--- src/core/bcrd_cfg.svh ---
// Constants for the bus cycle direction and ready block.
// Included by the package and the design modules; definitions only.
`ifndef BCRD_CFG_SVH
`define BCRD_CFG_SVH

// ----------------------------------------
// Bus widths and address decode for wait-state regions
// ----------------------------------------
`define BCRD_ADDR_W      32
`define BCRD_DATA_W      32
`define BCRD_REGION_HI   31
`define BCRD_REGION_LO   30
`define BCRD_REGIONS     4

// ----------------------------------------
// Wait-state count width and pin levels
// ----------------------------------------
`define BCRD_WAIT_W      4
`define BCRD_DIR_IDLE    1'b1
`define BCRD_DIR_WRITE   1'b0
`define BCRD_STROBE_OFF  1'b1
`define BCRD_STROBE_ON   1'b0

`endif

--- src/core/bcrd_pkg.sv ---
// Types shared by the bus cycle direction and ready block.
// Assumes bcrd_cfg.svh is on the include path.
`include "bcrd_cfg.svh"

package bcrd_pkg;

   // ----------------------------------------
   // Types
   // ----------------------------------------
   typedef enum logic {BCRD_IDLE, BCRD_BUSY} bcrd_state_e;

   typedef struct packed {
      logic                    write;
      logic [`BCRD_ADDR_W-1:0] addr;
   } bcrd_req_s;

   typedef struct packed {
      logic [`BCRD_REGIONS-1:0]              enable;
      logic [`BCRD_REGIONS*`BCRD_WAIT_W-1:0] waits;
   } bcrd_ws_cfg_s;

   typedef logic [`BCRD_WAIT_W-1:0] bcrd_wait_t;

   // ----------------------------------------
   // Region decode
   // ----------------------------------------
   function automatic logic [1:0] bcrd_region(input logic [`BCRD_ADDR_W-1:0] addr);
      bcrd_region = addr[`BCRD_REGION_HI:`BCRD_REGION_LO];
   endfunction

   function automatic bcrd_wait_t bcrd_wait_of(input bcrd_ws_cfg_s cfg,
                                               input logic [1:0] region);
      bcrd_wait_of = cfg.waits[region*`BCRD_WAIT_W +: `BCRD_WAIT_W];
   endfunction

endpackage

--- src/core/bcrd_top.sv ---
// Bus cycle direction, DRAM strobe and ready termination logic.
// Assumes one 100 MHz clock; all pins arrive synchronous to it.
`timescale 1ns/100ps
`include "bcrd_cfg.svh"

module bcrd_top
   import bcrd_pkg::*;
(
   // Clock and reset
   input  wire logic                    clk_i,
   input  wire logic                    resetn_i,
   // Cycle request from the core
   input  wire logic                    cyc_req_i,
   input  wire bcrd_req_s               req_i,
   output logic                         cyc_busy_o,
   output logic                         cyc_done_o,
   // Read data to the core
   input  wire logic [`BCRD_DATA_W-1:0] data_i,
   output logic [`BCRD_DATA_W-1:0]      rd_data_o,
   output logic                         rd_valid_o,
   // Configuration
   input  wire logic                    dram_en_i,
   input  wire bcrd_ws_cfg_s            ws_cfg_i,
   // Bus ownership
   input  wire logic                    bus_granted_i,
   // Direction pin
   input  wire logic                    write_direction_strobe_i,
   output logic                         write_direction_strobe_o,
   output logic                         write_direction_strobe_oe_o,
   // DRAM strobes
   output logic                         dram_write_enable_0_n_o,
   output logic                         dram_output_enable_n_o,
   // Ready
   input  wire logic                    ready_i,
   output logic                         ready_echo_out_o
);

   bcrd_state_e             state;
   bcrd_state_e             next_state;
   bcrd_req_s               cur_req;
   bcrd_req_s               next_req;
   logic                    start;
   logic                    cyc_end;
   logic                    int_ready;
   logic                    ready_any;
   logic                    next_dir;
   logic                    next_dir_oe;
   logic                    next_we_n;
   logic                    next_oe_n;
   logic                    next_done;
   logic                    next_rd_valid;
   logic [`BCRD_DATA_W-1:0] next_rd_data;

   // ----------------------------------------
   // Internal wait-state generator
   // ----------------------------------------
   bcrd_waitgen u_waitgen (
      .clk_i    (clk_i),
      .resetn_i (resetn_i),
      .start_i  (start),
      .end_i    (cyc_end),
      // Request as taken this edge; the held copy is one edge late
      .req_i    (next_req),
      .cfg_i    (ws_cfg_i),
      .ready_o  (int_ready)
   );

   // ----------------------------------------
   // Cycle sequencing
   // ----------------------------------------
   always_comb begin
      ready_any  = ready_i || int_ready;
      start      = (state == BCRD_IDLE) && cyc_req_i && !bus_granted_i;
      cyc_end    = (state == BCRD_BUSY) && ready_any;
      next_state = state;
      next_req   = cur_req;
      unique case (state)
         BCRD_IDLE: begin
            if (start) begin
               next_state = BCRD_BUSY;
               next_req   = req_i;
            end
         end
         BCRD_BUSY: begin
            // Back to idle; the next request is taken one edge later
            if (ready_any) begin
               next_state = BCRD_IDLE;
            end
         end
      endcase
   end

   // ----------------------------------------
   // Pin and data next values
   // ----------------------------------------
   always_comb begin
      next_dir = `BCRD_DIR_IDLE;
      if (bus_granted_i) begin
         // Master owns the pin; report the level it drives
         next_dir = write_direction_strobe_i;
      end else if (start) begin
         next_dir = req_i.write ? `BCRD_DIR_WRITE : `BCRD_DIR_IDLE;
      end else if ((state == BCRD_BUSY) && !ready_any) begin
         next_dir = cur_req.write ? `BCRD_DIR_WRITE : `BCRD_DIR_IDLE;
      end
      // Release the pin while an external master owns the bus
      next_dir_oe = !bus_granted_i;
      next_we_n   = `BCRD_STROBE_OFF;
      next_oe_n   = `BCRD_STROBE_OFF;
      if (dram_en_i && next_dir_oe && (next_state == BCRD_BUSY)) begin
         // Strobes follow the direction level, not the raw request
         next_we_n = (next_dir == `BCRD_DIR_WRITE) ? `BCRD_STROBE_ON : `BCRD_STROBE_OFF;
         next_oe_n = (next_dir == `BCRD_DIR_WRITE) ? `BCRD_STROBE_OFF : `BCRD_STROBE_ON;
      end
      next_done     = cyc_end;
      next_rd_valid = cyc_end && !cur_req.write;
      next_rd_data  = rd_data_o;
      if (cyc_end && !cur_req.write) begin
         next_rd_data = data_i;
      end
   end

   // ----------------------------------------
   // Registers
   // ----------------------------------------
   always_ff @(posedge clk_i or negedge resetn_i) begin
      if (!resetn_i) begin
         state                       <= BCRD_IDLE;
         cur_req                     <= '0;
         cyc_busy_o                  <= 1'b0;
         cyc_done_o                  <= 1'b0;
         rd_data_o                   <= '0;
         rd_valid_o                  <= 1'b0;
         write_direction_strobe_o    <= `BCRD_DIR_IDLE;
         write_direction_strobe_oe_o <= 1'b0;
         dram_write_enable_0_n_o     <= `BCRD_STROBE_OFF;
         dram_output_enable_n_o      <= `BCRD_STROBE_OFF;
      end else begin
         state                       <= next_state;
         cur_req                     <= next_req;
         cyc_busy_o                  <= (next_state == BCRD_BUSY);
         cyc_done_o                  <= next_done;
         rd_data_o                   <= next_rd_data;
         rd_valid_o                  <= next_rd_valid;
         write_direction_strobe_o    <= next_dir;
         write_direction_strobe_oe_o <= next_dir_oe;
         dram_write_enable_0_n_o     <= next_we_n;
         dram_output_enable_n_o      <= next_oe_n;
      end
   end

   // ----------------------------------------
   // Ready echo
   // ----------------------------------------
   // The external term bypasses the flops so outside ready is seen the same cycle;
   // the internal term is already registered in the wait-state generator.
   always_comb begin
      ready_echo_out_o = int_ready || ((state == BCRD_BUSY) && ready_i);
   end

   // ----------------------------------------
   // Checks
   // ----------------------------------------
   write_dir_low_a: assert property (
      @(posedge clk_i) disable iff (!resetn_i)
      start && req_i.write |=> !write_direction_strobe_o && cyc_busy_o)
      else $error("direction not low at start of write cycle");

   idle_dir_high_a: assert property (
      @(posedge clk_i) disable iff (!resetn_i)
      cyc_end |=> write_direction_strobe_o)
      else $error("direction not high after cycle end");

   grant_release_a: assert property (
      @(posedge clk_i) disable iff (!resetn_i)
      bus_granted_i |=> !write_direction_strobe_oe_o && !start)
      else $error("direction pin driven during bus grant");

   grant_dir_follow_a: assert property (
      @(posedge clk_i) disable iff (!resetn_i)
      bus_granted_i |=> write_direction_strobe_o == $past(write_direction_strobe_i))
      else $error("direction output does not follow master during grant");

   dram_strobe_a: assert property (
      @(posedge clk_i) disable iff (!resetn_i)
      !dram_write_enable_0_n_o |-> dram_output_enable_n_o && !write_direction_strobe_o
      && write_direction_strobe_oe_o)
      else $error("DRAM write enable not tied to write direction");

   dram_off_a: assert property (
      @(posedge clk_i) disable iff (!resetn_i)
      !dram_en_i |=> dram_write_enable_0_n_o && dram_output_enable_n_o)
      else $error("DRAM strobe active with controller disabled");

   read_capture_a: assert property (
      @(posedge clk_i) disable iff (!resetn_i)
      cyc_end && !cur_req.write |=> rd_valid_o && rd_data_o == $past(data_i))
      else $error("read data not captured at edge after ready");

   first_ready_ends_a: assert property (
      @(posedge clk_i) disable iff (!resetn_i)
      state == BCRD_BUSY && ready_i |=> state == BCRD_IDLE && cyc_done_o)
      else $error("cycle did not end on first ready sample");

   echo_external_a: assert property (
      @(posedge clk_i) disable iff (!resetn_i)
      state == BCRD_BUSY && ready_i |-> ready_echo_out_o)
      else $error("external ready not echoed in same cycle");

   echo_internal_a: assert property (
      @(posedge clk_i) disable iff (!resetn_i)
      int_ready |-> ready_echo_out_o && state == BCRD_BUSY)
      else $error("internal ready not echoed");

endmodule

--- src/core/bcrd_waitgen.sv ---
// Internal wait-state ready generator, one timer per bus cycle.
// Assumes start_i pulses on the edge a cycle opens and end_i on the edge it closes.
`timescale 1ns/100ps
`include "bcrd_cfg.svh"

module bcrd_waitgen
   import bcrd_pkg::*;
(
   // Clock and reset
   input  wire logic         clk_i,
   input  wire logic         resetn_i,
   // Cycle control
   input  wire logic         start_i,
   input  wire logic         end_i,
   input  wire bcrd_req_s    req_i,
   input  wire bcrd_ws_cfg_s cfg_i,
   // Internal ready, one cycle, registered
   output logic              ready_o
);

   bcrd_wait_t cnt;
   bcrd_wait_t next_cnt;
   logic       armed;
   logic       next_armed;
   logic       next_ready;
   logic [1:0] region;

   // ----------------------------------------
   // Next state
   // ----------------------------------------
   always_comb begin
      region     = bcrd_region(req_i.addr);
      next_cnt   = cnt;
      next_armed = armed;
      next_ready = 1'b0;
      if (start_i) begin
         // Region picks the wait count; a disabled region leaves ready to outside
         next_cnt   = bcrd_wait_of(cfg_i, region);
         next_armed = cfg_i.enable[region] && (next_cnt != '0);
         next_ready = cfg_i.enable[region] && (next_cnt == '0);
      end else if (end_i) begin
         // Early external end disarms the timer
         next_armed = 1'b0;
      end else if (armed) begin
         next_cnt = cnt - bcrd_wait_t'(1);
         if (cnt == bcrd_wait_t'(1)) begin
            next_ready = 1'b1;
            next_armed = 1'b0;
         end
      end
   end

   // ----------------------------------------
   // Registers
   // ----------------------------------------
   always_ff @(posedge clk_i or negedge resetn_i) begin
      if (!resetn_i) begin
         cnt     <= '0;
         armed   <= 1'b0;
         ready_o <= 1'b0;
      end else begin
         cnt     <= next_cnt;
         armed   <= next_armed;
         ready_o <= next_ready;
      end
   end

   // ----------------------------------------
   // Checks
   // ----------------------------------------
   zero_wait_ready_a: assert property (
      @(posedge clk_i) disable iff (!resetn_i)
      start_i && cfg_i.enable[region] && bcrd_wait_of(cfg_i, region) == '0
      |=> ready_o)
      else $error("zero wait region did not raise ready");

   one_wait_ready_a: assert property (
      @(posedge clk_i) disable iff (!resetn_i)
      start_i && cfg_i.enable[region] && bcrd_wait_of(cfg_i, region) == bcrd_wait_t'(1)
      ##1 !end_i |=> ready_o)
      else $error("one wait region did not raise ready after one wait");

   disabled_silent_a: assert property (
      @(posedge clk_i) disable iff (!resetn_i)
      start_i && !cfg_i.enable[region] |=> !ready_o [*2])
      else $error("disabled region produced internal ready");

   early_end_quiet_a: assert property (
      @(posedge clk_i) disable iff (!resetn_i)
      end_i && !start_i |=> !ready_o)
      else $error("internal ready after early external end");

endmodule

--- config.mk ---
export PLATFORM = sky130hd
export DESIGN_NAME = bcrd_top
export DESIGN_NICKNAME = d
export VERILOG_FILES = /design/src/core/bcrd_pkg.sv /design/src/core/bcrd_top.sv /design/src/core/bcrd_waitgen.sv
export VERILOG_INCLUDE_DIRS = /design/src /design/src/core
export SDC_FILE = /design/constraint.sdc
export NUM_CORES = 1
export LEC_CHECK = 0
export CAP_MARGIN = 30
export CORE_MARGIN = 3
export CORE_UTILIZATION = 40
export DETAILED_ROUTE_END_ITERATION = 7
export DONT_BUFFER_PORTS = 1
export MAX_ROUTING_LAYER = met4
export PLACE_DENSITY = 0.51
export SKIP_CTS_REPAIR_TIMING = 1
export SLEW_MARGIN = 20
export SYNTH_ARGS = -nofsm -noshare
export SYNTH_HDL_FRONTEND = slang
export SYNTH_SLANG_ARGS = --single-unit
--- constraint.sdc ---
create_clock -name clk_i -period 2 [get_ports clk_i]
set_input_delay 0.2 -clock clk_i [delete_from_list [all_inputs] [get_ports clk_i]]
set_output_delay 0.2 -clock clk_i [all_outputs]
set_load 0.1 [all_outputs]
# Word-level counts from Yosys, hierarchy flattened
# Cells that the tools add are included.
[op_classes] addsub=1 magnitude_cmp=1 n_eq_ne=2 shift=1 muxes=27 bitwise=1 n_reduce_logical=20
[op_table] cell="$mux W32" count=2
[op_table] cell="$mux W1" count=20
[op_table] cell="$shiftx A16 B5 Y4" count=1
[op_table] cell="$mux W4" count=3
[op_table] cell="$logic_and A1 B1 Y1" count=10
[op_table] cell="$eq A4 B1 Y1 const B" count=1
[op_table] cell="$logic_not A4 Y1" count=1
[op_table] cell="$reduce_and A2 Y1" count=2
[op_table] cell="$reduce_bool A4 Y1" count=1
[op_table] cell="$sub A4 B1 Y4 const B" count=1
[op_table] cell="$logic_not A1 Y1" count=3
[op_table] cell="$lt A2 B3 Y1 const B" count=1
[op_table] cell="$bmux W1 S2" count=1
[op_table] cell="$logic_or A1 B1 Y1" count=2
[op_table] cell="$ne A2 B2 Y1 const B" count=1
[op_table] cell="$pmux W1 S2" count=1
[op_table] cell="$reduce_bool A2 Y1" count=1
[op_table] cell="$not A1 Y1" count=1
[totals] ff_bits=78 elab_cells=67

# Depth between registers and ports, before layout
[logic_depth] depth_word=9 mapped_depth=5 mapped_depth_nobuf=5

# By module
# From an unflattened synthesis, not the netlist that was laid out.
[unflattened] hier_cells=205 hier_area_um2=3206.8
[by_module_without_submodules] mod="bcrd_top" n_inst=1 cells_each=164 area_each_um2=2743.9
[by_module_without_submodules] mod="bcrd_waitgen" n_inst=1 cells_each=41 area_each_um2=462.9

# Least setup slack after synthesis
# No wires, ideal clock.
[synth_path] path_kind="reg2reg" from="register state" to="register rd_data_o[0]" t_arrival_ps=2179 required_ps=1875 path_slack_ps=-304 path_stages_with_launch=5 path_buffers=1 period_less_slack_ps=2304 path_cell_list="dfrtp_1 -> o21ai_1 -> nor2_2 -> buf_6 -> mux2_2"
[synth_between] elab_chain_len=2
[synth_rtl] element="start, declared" line_no="bcrd_top.sv:38" rtl="bcrd_state_e state;"
[synth_rtl] element="start signal, assigned" line_no="bcrd_top.sv:139" rtl="state <= next_state;"
[synth_rtl] element="$logic_and A1 B1 Y1" line_no="bcrd_top.sv:74" rtl="cyc_end = (state == BCRD_BUSY) && ready_any;"
[synth_rtl] element="$logic_and A1 B1 Y1" line_no="bcrd_top.sv:118" rtl="if (cyc_end && !cur_req.write) begin"
[synth_rtl] element="end signal, assigned" line_no="bcrd_top.sv:143" rtl="rd_data_o <= next_rd_data;"
[synth_rtl] element="end, declared" line_no="bcrd_top.sv:19" rtl="output logic [`BCRD_DATA_W-1:0] rd_data_o,"
# Every way passes these cells.
# A chain may end at the register's enable or synchronous reset.

# Worst setup path in the final report
[layout_path] from="register state" to="output port ready_echo_out_o"
[layout_between] elab_chain_len=2
[layout_rtl] element="$logic_and A1 B1 Y1" line_no="bcrd_top.sv:158" rtl="ready_echo_out_o = int_ready || ((state == BCRD_BUSY) && ready_i);"
[layout_rtl] element="$logic_or A1 B1 Y1" line_no="bcrd_top.sv:158"
[layout_rtl] element="end, declared" line_no="bcrd_top.sv:35" rtl="output logic ready_echo_out_o"
# Every way passes these cells.

==> flow_metrics.env <==
export IMPL_outcome="finished, violations left"
export IMPL_violations="hold timing"
export IMPL_io_buffers=0
export IMPL_io_pins=132
export IMPL_cp_slowest_cell="dfrtp_2"
export IMPL_grt_ovfl_total=0
export IMPL_synth_edf_count=0
export IMPL_core_area_mm2=0.004880
export IMPL_num_vias=1323
export IMPL_regToRegSetupSlack_ns=0.37
export IMPL_routedWlPerCell_um=16.24
export IMPL_worst_pin_slew_ns=0.4982
export IMPL_max_freq_mhz=606.3
export IMPL_postRouteAntennaNets=0
export IMPL_critPathMaxStageDelay_ns=0.40
export IMPL_final_period_utilization=0.8247
export IMPL_viasPerCell=5.128
export IMPL_layout_setup_ws_ns=0.3506
export IMPL_yosysMostFrequentCell="dfrtp_1"
export IMPL_synth_top_cell_by_area="dfrtp_1"
export IMPL_regArea_mm2=0.001206
export IMPL_worst_path_max_fanout=5
export IMPL_fin_nets=284
export IMPL_relSlewSlack=0.6686
export IMPL_tns_ns=0
export IMPL_rsz0062_at_grt="no"
export IMPL_hold_path_cell_count=2
export IMPL_use_met1=0.1574
export IMPL_final_util=0.5254
export IMPL_grt_pass1_wl_mm=6.541
export IMPL_hold_path_class="in2reg"
export IMPL_path_cells="buf_4 > a21o_1 > buf_4"
export IMPL_use_met2=0.2372
export IMPL_chipHeight_um=78.00
export IMPL_synth_top_area_share=0.5432
export IMPL_crit_path_end_kind="output pin"
export IMPL_cts_made_buffers=5
export IMPL_pre_cts_slack_ns=0.3899
export IMPL_start_util=0.4249
export IMPL_cp_start_kind="flop"
export IMPL_setup_viol=0
export IMPL_ys_seq_area_frac=0.5812
export IMPL_synthFlopType="dfrtp_1"
export IMPL_fillCellCount=448
export IMPL_diodes=0
export IMPL_root_buffer="clkbuf_8"
export IMPL_design_area_mm2=0.002564
export IMPL_grt_busiest_layer="met2"
export IMPL_hpwl_mm=3.207
export IMPL_synthesis_nets=239
export IMPL_hold_viol=1
export IMPL_dr_pass1_iters=4
export IMPL_crit_path_frequent_cell="buf_4"
export IMPL_groute_usage_overall=0.1420
export IMPL_drv_cap=0
export IMPL_cp_data_arrival_time_ns=1.45
export IMPL_clk_pin_slew_worst_paths_ns=0.08
export IMPL_ys_ff_latch=48
export IMPL_hold_end="write_direction_strobe_o"
export IMPL_htree_levels=2
export IMPL_cts_sinks=48
export IMPL_drive_above_1_share=0.4817
export IMPL_clockBufferDepth=2
export IMPL_r2r_start="state"
export IMPL_place_congestion=0.7222
export IMPL_cts_tree="done"
export IMPL_finalMaxSlewViolations=0
export IMPL_yosys_warnings=0
export IMPL_grt_max_degree=49
export IMPL_antenna_found_initial=0
export IMPL_met3_usage=0.05916
export IMPL_clock_latency_ns=0.29
export IMPL_avgSynthCellArea_um2=14.30
export IMPL_worstSetupPathType="reg2out"
export IMPL_synthArstFlopShare=1.000
export IMPL_critPathTopFamily="buffers and inverters"
export IMPL_skew_ns=0.003807
export IMPL_wirelength_mm=4.190
export IMPL_syn_inst=145
export IMPL_die_area_mm2=0.006083
export IMPL_area_growth_syn_to_layout_pct=23.66
export IMPL_dpl_cell_area_mm2=0.002410
export IMPL_path_buf_inv=2
export IMPL_fp_dieW_um=78.00
export IMPL_grt_pass1_vias=1383
export IMPL_multi_input_area_um2=800.8
export IMPL_rows=25
export IMPL_worst_r2r_cell_count=4
export IMPL_drt_iter0_drc=45
export IMPL_syn_area_mm2=0.002073
export IMPL_synth_cell_types=28
export IMPL_hold_start="bus_granted_i"
export IMPL_drt_drc_violations_left=0
export IMPL_hold_ws_ns=-0.006443
export IMPL_yosys_top_cells_count="dfrtp_1, mux2_2, nand2_1, inv_1, mux4_2"
export IMPL_cp_required_ns=1.80
export IMPL_synthTopCellsByArea="dfrtp_1, mux2_2, mux4_2"
export IMPL_r2r_end="u_waitgen.armed"
export IMPL_min_period_ns=1.649
logic make-up (layout without fill, tap and decap cells):
group | count (synthesis) | count (layout) | synth area share
flops | 48 | 48 | 0.5812
mux | 43 | 43 | 0.2583
simple gates | 28 | 28 | 0.06941
compound gates | 11 | 11 | 0.03379
buf+inv | 10 | 56 | 0.03259
xor+xnor | 3 | 3 | 0.01268
fa+ha+maj | 2 | 2 | 0.01207
stage by stage:
| step | hold WS, ns | instances |
|---|---|---|
| floorplan | -0.09559 | 145 |
| global placement | -0.09437 | 247 |
| detailed placement | -0.09432 | 247 |
| CTS | -0.4182 | 255 |
| global route | 0.0006939 | 258 |
| finish | -0.006443 | 258 |
worst max path at each step:
stage	startpoint	to	cells past startpoint
global route	state	ready_echo_out_o	3
global placement	state	u_waitgen.armed	4
CTS	state	ready_echo_out_o	3
finish	state	ready_echo_out_o	3
detailed placement	state	u_waitgen.armed	4
floorplan	state	rd_data_o[0]	4
worst register-to-register path, stage by stage, from the launching register on:
cell and delay, ns:
dfrtp_2 0.44, or3b_4 0.46, a21o_1 0.22, a211o_1 0.28, o32ai_1 0.14
cell type report:
class	instances	share of cell area
clock buffers	7	0.02977
clock inverters	1	0.01171
inverters	5	0.007321
multi-input cells	87	0.3123
flip-flops and latches	48	0.4705
well taps	67	0.03270
repair buffers	43	0.1357
routing by layer:
layer / share of wire / vias to the layer above
li1: - / 605
met2: 0.51 / 65
met3: 0.095 / 2
met1: 0.39 / 651
met4: 0.0036 / 0
met5: 0 / -
sequential cells by signal (all words and copies together) (netlist names):
name                         cells
rd_data_o                       32
u_waitgen.cnt                    4
cur_req                          3
cyc_done_o                       1
dram_output_enable_n_o           1
dram_write_enable_0_n_o          1
rd_valid_o                       1
state                            1
u_waitgen.armed                  1
u_waitgen.ready_o                1
write_direction_strobe_o         1
write_direction_strobe_oe_o      1
layout by cell type (no fill, tap or decap), drive strengths merged, types with 4 or more instances in the layout:
| master | instances |
|---|---|
| buf | 41 |
| nand2 | 13 |
| mux4 | 5 |
| mux2i | 4 |
| clkbuf | 7 |
| o21ai | 5 |
| mux2 | 34 |
| dfrtp | 45 |
| inv | 5 |
Power is not shown: default switching activity piles up to over one toggle a cycle in this logic, so the estimate is an artifact.
